### src/common/crrsx_defines.svh
// Constants for the return/rotate/subtract/xor execution slice.
// Assumes inclusion by bare name from package and rtl files.
`ifndef CRRSX_DEFINES_SVH
`define CRRSX_DEFINES_SVH
`define CRRSX_PC_W       10
`define CRRSX_STK_DEPTH  5
`define CRRSX_PTR_W      3
`define CRRSX_WDOG_W     8
`define CRRSX_PRE_W      8
`define CRRSX_RET_CYCLES 2'h2
`define CRRSX_W_RST      8'h00
`endif

### src/common/crrsx_pkg.sv
// Types for the execution slice.
// Assumes crrsx_defines.svh is on the include path.
`include "crrsx_defines.svh"
package crrsx_pkg;
  // Operation select codes
  typedef enum logic [3:0] {
    OP_NONE        = 4'h0,
    OP_POP_LIT     = 4'h1,
    OP_RETURN      = 4'h2,
    OP_ROT_LEFT    = 4'h3,
    OP_ROT_RIGHT   = 4'h4,
    OP_SLEEP       = 4'h5,
    OP_SUB_BORROW  = 4'h6,
    OP_REG_MINUS_W = 4'h7,
    OP_LIT_MINUS_W = 4'h8,
    OP_NIBBLE_EXCH = 4'h9,
    OP_REG_XOR     = 4'ha,
    OP_LIT_XOR     = 4'hb,
    OP_CALL        = 4'hc
  } crrsx_op_type;
  // Sequencer state
  typedef enum logic [1:0] {
    ST_RUN   = 2'b00,
    ST_RET2  = 2'b01,
    ST_SLEEP = 2'b10
  } crrsx_state_type;
endpackage

### src/rtl/crrsx_alu.sv
// Combinational result and flag unit.
// Assumes operands are stable for the whole cycle of the operation.
`timescale 1ns/1ps
`default_nettype none
module crrsx_alu
  import crrsx_pkg::*;
(
  // Operation and operands
  input  wire crrsx_op_type op,
  input  wire logic [7:0]   fileVal,
  input  wire logic [7:0]   workVal,
  input  wire logic [7:0]   literal,
  input  wire logic         carryIn,
  // Result and flags
  output logic [7:0]        result,
  output logic              carryOut,
  output logic              halfOut,
  output logic              zeroOut,
  output logic              setsArith,
  output logic              setsCarry,
  output logic              setsZero
);
  logic [8:0] sum;
  logic [4:0] lowSum;

  // Adder shared by all subtracts; minus W is plus ~W plus one
  always_comb begin
    sum = 9'h000;
    lowSum = 5'h00;
    result = fileVal;
    carryOut = carryIn;
    halfOut = 1'b0;
    setsArith = 1'b0;
    setsCarry = 1'b0;
    setsZero = 1'b0;
    case (op)
      OP_ROT_LEFT: begin
        result = {fileVal[6:0], carryIn};
        carryOut = fileVal[7];
        setsCarry = 1'b1;
      end
      OP_ROT_RIGHT: begin
        result = {carryIn, fileVal[7:1]};
        carryOut = fileVal[0];
        setsCarry = 1'b1;
      end
      OP_SUB_BORROW, OP_REG_MINUS_W, OP_LIT_MINUS_W: begin
        // Borrow-style carry: carry set means no borrow
        sum = {1'b0, (op == OP_LIT_MINUS_W) ? literal : fileVal} + {1'b0, ~workVal}
            + ((op == OP_SUB_BORROW) ? {8'h00, carryIn} : 9'h001);
        lowSum = {1'b0, ((op == OP_LIT_MINUS_W) ? literal[3:0] : fileVal[3:0])}
               + {1'b0, ~workVal[3:0]}
               + ((op == OP_SUB_BORROW) ? {4'h0, carryIn} : 5'h01);
        result = sum[7:0];
        carryOut = sum[8];
        halfOut = lowSum[4];
        setsArith = 1'b1;
        setsZero = 1'b1;
      end
      OP_NIBBLE_EXCH: result = {fileVal[3:0], fileVal[7:4]};
      OP_REG_XOR: begin
        result = workVal ^ fileVal;
        setsZero = 1'b1;
      end
      OP_LIT_XOR: begin
        result = workVal ^ literal;
        setsZero = 1'b1;
      end
      default: result = fileVal;
    endcase
    zeroOut = (result == 8'h00);
  end
endmodule
`default_nettype wire

### src/rtl/crrsx_core.sv
// Execution slice: working register, flags, stack, PC, watchdog clear, sleep.
// Assumes one-cycle op strobes from a decoder; a new op is offered only while opReady.
`timescale 1ns/1ps
`default_nettype none
`include "crrsx_defines.svh"
module crrsx_core
  import crrsx_pkg::*;
(
  // Clock and reset
  input  wire logic                    clk,
  input  wire logic                    rstn,
  // Operation request
  input  wire logic                    opValid,
  input  wire crrsx_op_type            opCode,
  input  wire logic                    destBit,
  input  wire logic [7:0]              literal,
  input  wire logic [`CRRSX_PC_W-1:0]  callTarget,
  input  wire logic [7:0]              fileRdata,
  // Wake request from outside the clock domain
  input  wire logic                    wakeReq,
  // File register write-back
  output logic                         fileWe,
  output logic [7:0]                   fileWdata,
  // State
  output logic                         opReady,
  output logic [7:0]                   workingRegister,
  output logic                         carryFlag,
  output logic                         halfCarryFlag,
  output logic                         zeroFlag,
  output logic                         watchdogExpiryFlag,
  output logic                         powerdownFlag,
  output logic [`CRRSX_WDOG_W-1:0]     watchdogCounter,
  output logic [`CRRSX_PRE_W-1:0]      watchdogPrescaler,
  output logic                         sleeping,
  output logic [`CRRSX_PC_W-1:0]       progCounter
);
  logic [7:0]  result;
  logic        cOut;
  logic        hOut;
  logic        zOut;
  logic        setsArith;
  logic        setsCarry;
  logic        setsZero;
  logic        wakeMeta_r;
  logic        wakeSync_r;
  logic        take;
  logic [`CRRSX_PC_W-1:0]  stack_r [`CRRSX_STK_DEPTH];
  logic [`CRRSX_PTR_W-1:0] sp_r;
  logic [`CRRSX_PC_W-1:0]  popAddr_r;
  crrsx_state_type state_r;

  crrsx_alu u_alu (
    .op       (opCode),
    .fileVal  (fileRdata),
    .workVal  (workingRegister),
    .literal  (literal),
    .carryIn  (carryFlag),
    .result   (result),
    .carryOut (cOut),
    .halfOut  (hOut),
    .zeroOut  (zOut),
    .setsArith(setsArith),
    .setsCarry(setsCarry),
    .setsZero (setsZero)
  );

  // Ops are accepted only in the run state
  assign take = opValid && (state_r == ST_RUN);

  // Destination-bit ops: 0 picks working register, 1 the file register
  function automatic logic toFile(input crrsx_op_type op, input logic d);
    toFile = d && (op == OP_ROT_LEFT || op == OP_ROT_RIGHT || op == OP_SUB_BORROW
                   || op == OP_REG_MINUS_W || op == OP_NIBBLE_EXCH || op == OP_REG_XOR);
  endfunction

  // Wake pin synchroniser, second stage is the only reader of the first
  always_ff @(posedge clk or negedge rstn) begin
    if (!rstn) begin
      wakeMeta_r <= 1'b0;
      wakeSync_r <= 1'b0;
    end else begin
      wakeMeta_r <= wakeReq;
      wakeSync_r <= wakeMeta_r;
    end
  end

  // Sequencer: returns take a second cycle, sleep waits for a wake
  always_ff @(posedge clk or negedge rstn) begin
    if (!rstn) begin
      state_r <= ST_RUN;
      opReady <= 1'b1;
      sleeping <= 1'b0;
    end else begin
      case (state_r)
        ST_RUN: begin
          if (take && (opCode == OP_RETURN || opCode == OP_POP_LIT || opCode == OP_CALL)) begin
            state_r <= ST_RET2;
            opReady <= 1'b0;
          end else if (take && opCode == OP_SLEEP) begin
            state_r <= ST_SLEEP;
            opReady <= 1'b0;
            sleeping <= 1'b1;
          end
        end
        ST_RET2: begin
          state_r <= ST_RUN;
          opReady <= 1'b1;
        end
        ST_SLEEP: begin
          if (wakeSync_r) begin
            state_r <= ST_RUN;
            opReady <= 1'b1;
            sleeping <= 1'b0;
          end
        end
        default: begin
          state_r <= ST_RUN;
          opReady <= 1'b1;
          sleeping <= 1'b0;
        end
      endcase
    end
  end

  // Hardware stack and program counter; a full stack wraps onto the oldest slot
  always_ff @(posedge clk or negedge rstn) begin
    if (!rstn) begin
      sp_r <= '0;
      progCounter <= '0;
      popAddr_r <= '0;
      for (int i = 0; i < `CRRSX_STK_DEPTH; i++) stack_r[i] <= '0;
    end else if (state_r == ST_RET2) begin
      progCounter <= popAddr_r;
    end else if (take) begin
      case (opCode)
        OP_CALL: begin
          stack_r[sp_r] <= progCounter + `CRRSX_PC_W'(1);
          sp_r <= (sp_r == `CRRSX_PTR_W'(`CRRSX_STK_DEPTH - 1)) ? '0 : sp_r + 3'h1;
          popAddr_r <= callTarget;
        end
        OP_RETURN, OP_POP_LIT: begin
          popAddr_r <= stack_r[(sp_r == '0) ? `CRRSX_PTR_W'(`CRRSX_STK_DEPTH - 1) : sp_r - 3'h1];
          sp_r <= (sp_r == '0) ? `CRRSX_PTR_W'(`CRRSX_STK_DEPTH - 1) : sp_r - 3'h1;
        end
        OP_SLEEP: progCounter <= progCounter + `CRRSX_PC_W'(1);
        default: progCounter <= progCounter + `CRRSX_PC_W'(1);
      endcase
    end
  end

  // Working register and file write-back
  always_ff @(posedge clk or negedge rstn) begin
    if (!rstn) begin
      workingRegister <= `CRRSX_W_RST;
      fileWe <= 1'b0;
      fileWdata <= 8'h00;
    end else begin
      fileWe <= take && toFile(opCode, destBit);
      fileWdata <= result;
      if (take && opCode == OP_POP_LIT)
        workingRegister <= literal;
      else if (take && (opCode == OP_LIT_MINUS_W || opCode == OP_LIT_XOR))
        workingRegister <= result;
      else if (take && !destBit && (setsCarry || setsArith || setsZero
                                    || opCode == OP_NIBBLE_EXCH))
        workingRegister <= result;
    end
  end

  // Arithmetic flags; returns and swap leave them alone
  always_ff @(posedge clk or negedge rstn) begin
    if (!rstn) begin
      carryFlag <= 1'b0;
      halfCarryFlag <= 1'b0;
      zeroFlag <= 1'b0;
    end else if (take) begin
      if (setsCarry || setsArith) carryFlag <= cOut;
      if (setsArith) halfCarryFlag <= hOut;
      if (setsZero) zeroFlag <= zOut;
    end
  end

  // Sleep: expiry set, powerdown cleared, watchdog and prescaler zeroed
  always_ff @(posedge clk or negedge rstn) begin
    if (!rstn) begin
      watchdogExpiryFlag <= 1'b1;
      powerdownFlag <= 1'b1;
      watchdogCounter <= '0;
      watchdogPrescaler <= '0;
    end else if (take && opCode == OP_SLEEP) begin
      watchdogExpiryFlag <= 1'b1;
      powerdownFlag <= 1'b0;
      watchdogCounter <= '0;
      watchdogPrescaler <= '0;
    end else if (!sleeping) begin
      // Free-running watchdog stand-in; stopped while asleep
      {watchdogCounter, watchdogPrescaler} <= {watchdogCounter, watchdogPrescaler} + 16'h0001;
    end
  end
endmodule
`default_nettype wire

### config.mk
export PLATFORM = sky130hd
export DESIGN_NAME = crrsx_core
export DESIGN_NICKNAME = d
export VERILOG_FILES = /design/src/common/crrsx_pkg.sv /design/src/rtl/crrsx_alu.sv /design/src/rtl/crrsx_core.sv
export VERILOG_INCLUDE_DIRS = /design/src /design/src/common
export SDC_FILE = /design/constraint.sdc
export NUM_CORES = 1
export LEC_CHECK = 0
export ABC_AREA = 1
export BUFFER_PORTS_ARGS = -buffer_cell sky130_fd_sc_hd__clkbuf_2
export CAP_MARGIN = 0
export CORE_ASPECT_RATIO = 2
export CORE_UTILIZATION = 63
export CTS_CLUSTER_DIAMETER = 50
export CTS_CLUSTER_SIZE = 14
export DETAILED_ROUTE_END_ITERATION = 10
export GPL_TIMING_DRIVEN = 0
export PLACE_DENSITY = 0.91
export REMOVE_ABC_BUFFERS = 1
export SYNTH_ARGS = -nofsm -noshare
export SYNTH_HDL_FRONTEND = slang
export SYNTH_SLANG_ARGS = --single-unit
### constraint.sdc
create_clock -name clk -period 6.2 [get_ports clk]
set_clock_uncertainty 0.1 [all_clocks]
set_input_delay 0.31 -clock clk [delete_from_list [all_inputs] [get_ports clk]]
set_output_delay 0.31 -clock clk [all_outputs]
set_load 0.01 [all_outputs]
==> impl_metrics.yaml <==
run_status:
  outcome: "finished, final reports clean"
min_path:
  holdCritPathClass: "primary input to register"
logic_synthesis:
  synth.lib_cells_used.distinct: 46
  post_synth_main_area_contributors: "dfrtp_1, nand2_1, o21ai_0"
  synth_area_mm2: 0.006648
  seq_area_frac_synth: 0.4370
  yosysTopAreaCellShare: 0.4291
  syn_area_per_cell_um2: 7.606
  synth_largest_area_cell: "dfrtp_1"
  netlist_instances: 874
  synth.yosys.warnings: 0
  synth.ff_latch_count: 116
grt:
  grt_antenna_before_repair: 0
  via_count_of_the_first_global_routing_pass: 6815
  wire_length_of_the_first_global_routing_pass_um: 32710
  use_met1: 0.4132
  groute.layer.met3.usage: 0.1063
  pin_count_of_the_biggest_net_entering_global_routing: 117
  grt.busiest_layer: "met2"
  use_met2: 0.6671
  grt_use_total: 0.4005
  grt.overflow.total: 0
clock_tree:
  h_tree_level_count: 4
  clk_path_buf_depth: 2
  tritoncts_num_sinks: 116
  clk_root_buffer_cell: "clkbuf_16"
  cts-buffers-inserted: 17
  clkTransAtPathRegs_ns: 0.06
  cts_hold_repair.buffers: 2
  post_cts_buffers: 0
  clock_tree_from_tritoncts: "done"
  clk-insertion-delay-late_ns: 0.41
  cts-resized-gates: 0
sta:
  final.hold.worst_slack_ns: 0.06703
  fmax_mhz: 254.7
  post-route-period-util: 0.6332
  slew_viol_final: 0
  timing.final.hold_violations: 0
  slew_headroom: 0.3495
  rsz0062_at_grt: "no"
  timing.final.crit_period_ns: 3.926
  totalNegativeSetupSlack_ns: 0
  tightestPinTransition_ns: 0.9747
  finalSetupViolations: 0
setup_path:
  cp_max_fo: 21
  timing.critical_path.arrival_ns: 4.12
  cp.required_ns: 6.39
  timing.critical_path.from_type: "register"
  critPathCaptureType: "register"
  timing_worst_setup_path_type: "register to register"
  r2r_setup_slack_ns: 2.27
power_and_ir_drop:
  power.density_cell_area_mw_per_mm2: 419.9
  ir_worst_vdd_mv: 0.2411
  post-layout-total-power_mw: 3.251
  cellLeakagePower_nw: 3.881
layout:
  mostFrequentLayoutCell: "nand2_1"
  finish.net_count: 1007
  layout.cells.most_common_list: "nand2_1, dfrtp_1, inv_1"
  fillCellCount: 789
  antenna_cells_inserted: 0
  layout-area-overhead-vs-synth_pct: 16.47
  post_route_cells_drive_above_1_share: 0.1632
drt:
  vias: 6745
  drtAntennaViolNets: 0
  number_of_iterations_in_the_first_detailed_routing_pass: 6
  routed_wl_um: 20410
  drtIter0Drc: 745
  viasPerCell: 6.115
  drcViolationCount: 0
  routedWlPerCell_um: 18.50
floorplanning:
  core_mm2: 0.01021
  dieHeight_um: 147.3
  placementRows: 52
  die-area_mm2: 0.01099
  die_w_um: 74.64
  start_util: 0.6508
  design.portCount: 85
placement:
  post-dp-hpwl_um: 13850
  portBuffers: 83
  globalplace.congestion: 0.9730
run:
  maxCapViolations: 0
registers in the layout, indices dropped and copies added, names as in the netlist:
name,cells
opReady,1
sleeping,1
wakeMeta_r,1
watchdogCounter,8
fileWe,1
sp_r,3
powerdownFlag,1
progCounter,10
watchdogPrescaler,8
fileWdata,8
wakeSync_r,1
popAddr_r,10
stack_r,50
halfCarryFlag,1
state_r,2
carryFlag,1
workingRegister,8
zeroFlag,1
metrics by stage:
stage | worst slack [ns] | std cells | utilization | area (um^2)
CTS | 1.852 | 1103 | 0.7577 | 7740
finish | 2.274 | 1103 | 0.7580 | 7742
floorplan | 3.200 | 852 | - | 6535
detailed placement | 1.944 | 1071 | 0.6986 | 7136
global route | 2.089 | 1103 | 0.7580 | 7742
global placement | 2.089 | 1070 | 0.6970 | 7119
kinds of logic (layout without fill, tap and decap cells):
family / after synthesis / in the layout / share of synthesized area
buffers and inverters: 136 / 230 / 0.08131
DFF: 116 / 116 / 0.4370
other: 1 / 1 / 0.0005641
and+or+nand+nor: 412 / 412 / 0.2810
adders and majority gates: 15 / 15 / 0.03049
xor gates and xnor gates: 9 / 9 / 0.01186
AOI/OAI and AO/OA: 185 / 185 / 0.1577
per-layer routing:
metal / up-vias / routed length [um]
met5: - / 0
met4: 0 / 1489
met3: 122 / 1324
met2: 421 / 10740
met1: 3167 / 6854
li1: 3035 / -
Yosys cell counts, drive strengths merged:
master   count
a21boi       1
conb         1
or2          3
nor2        81
nand3b       4
nand4        3
a22oi        5
o22ai        3
nand2      221
dfstp        2
nand3       89
xor2         9
o21ai      103
a32oi        1
o221ai       8
ha          13
dfrtp      114
nor3         9
clkbuf      12
a211oi       2
o21a         3
inv        113
o21bai       2
buf         10
a21oi       35
o211ai      13
fa           2
a2bb2oi      2
a31oi        7
nor4         1
clkinv       1
and3         1
layout make-up:
cell class	count	area (um^2)	area share
tap	135	168.9	0.02182
sequential	116	2905	0.3752
multi-input combinational	622	3204	0.4139
clock inverter	9	103.9	0.01341
timing repair buffer	86	451.7	0.05834
inverter	114	427.9	0.05527
clock buffer	21	480.5	0.06206
final timing paths:
check	startpoint	depth (start not counted)	to
min reg2reg	wakeMeta_r	0	wakeSync_r
min	callTarget[2]	3	popAddr_r[2]
max in group asynchronous	rstn	2	stack_r[17]
max	sp_r[0]	11	popAddr_r[8]
max reg2reg	sp_r[0]	11	popAddr_r[8]
min in group asynchronous	rstn	2	stack_r[12]
worst max-delay path: stages (launching register included):
cell	delay, ns
dfrtp_1	0.55
inv_1	0.16
ha_1	0.29
ha_1	0.23
nor2_2	0.75
clkinv_1	0.84
nand2_2	0.34
nor3_4	0.10
inv_2	0.12
o21ai_0	0.09
a21oi_1	0.14
o21ai_1	0.08
where the power goes:
group	leakage, nW	internal [mW]	switching (mW)
combinational	2.11	0.375	0.780
sequential	1.48	0.948	0.175
clock	0.287	0.626	0.346
Note: power is estimated with default switching activity, not from simulation.
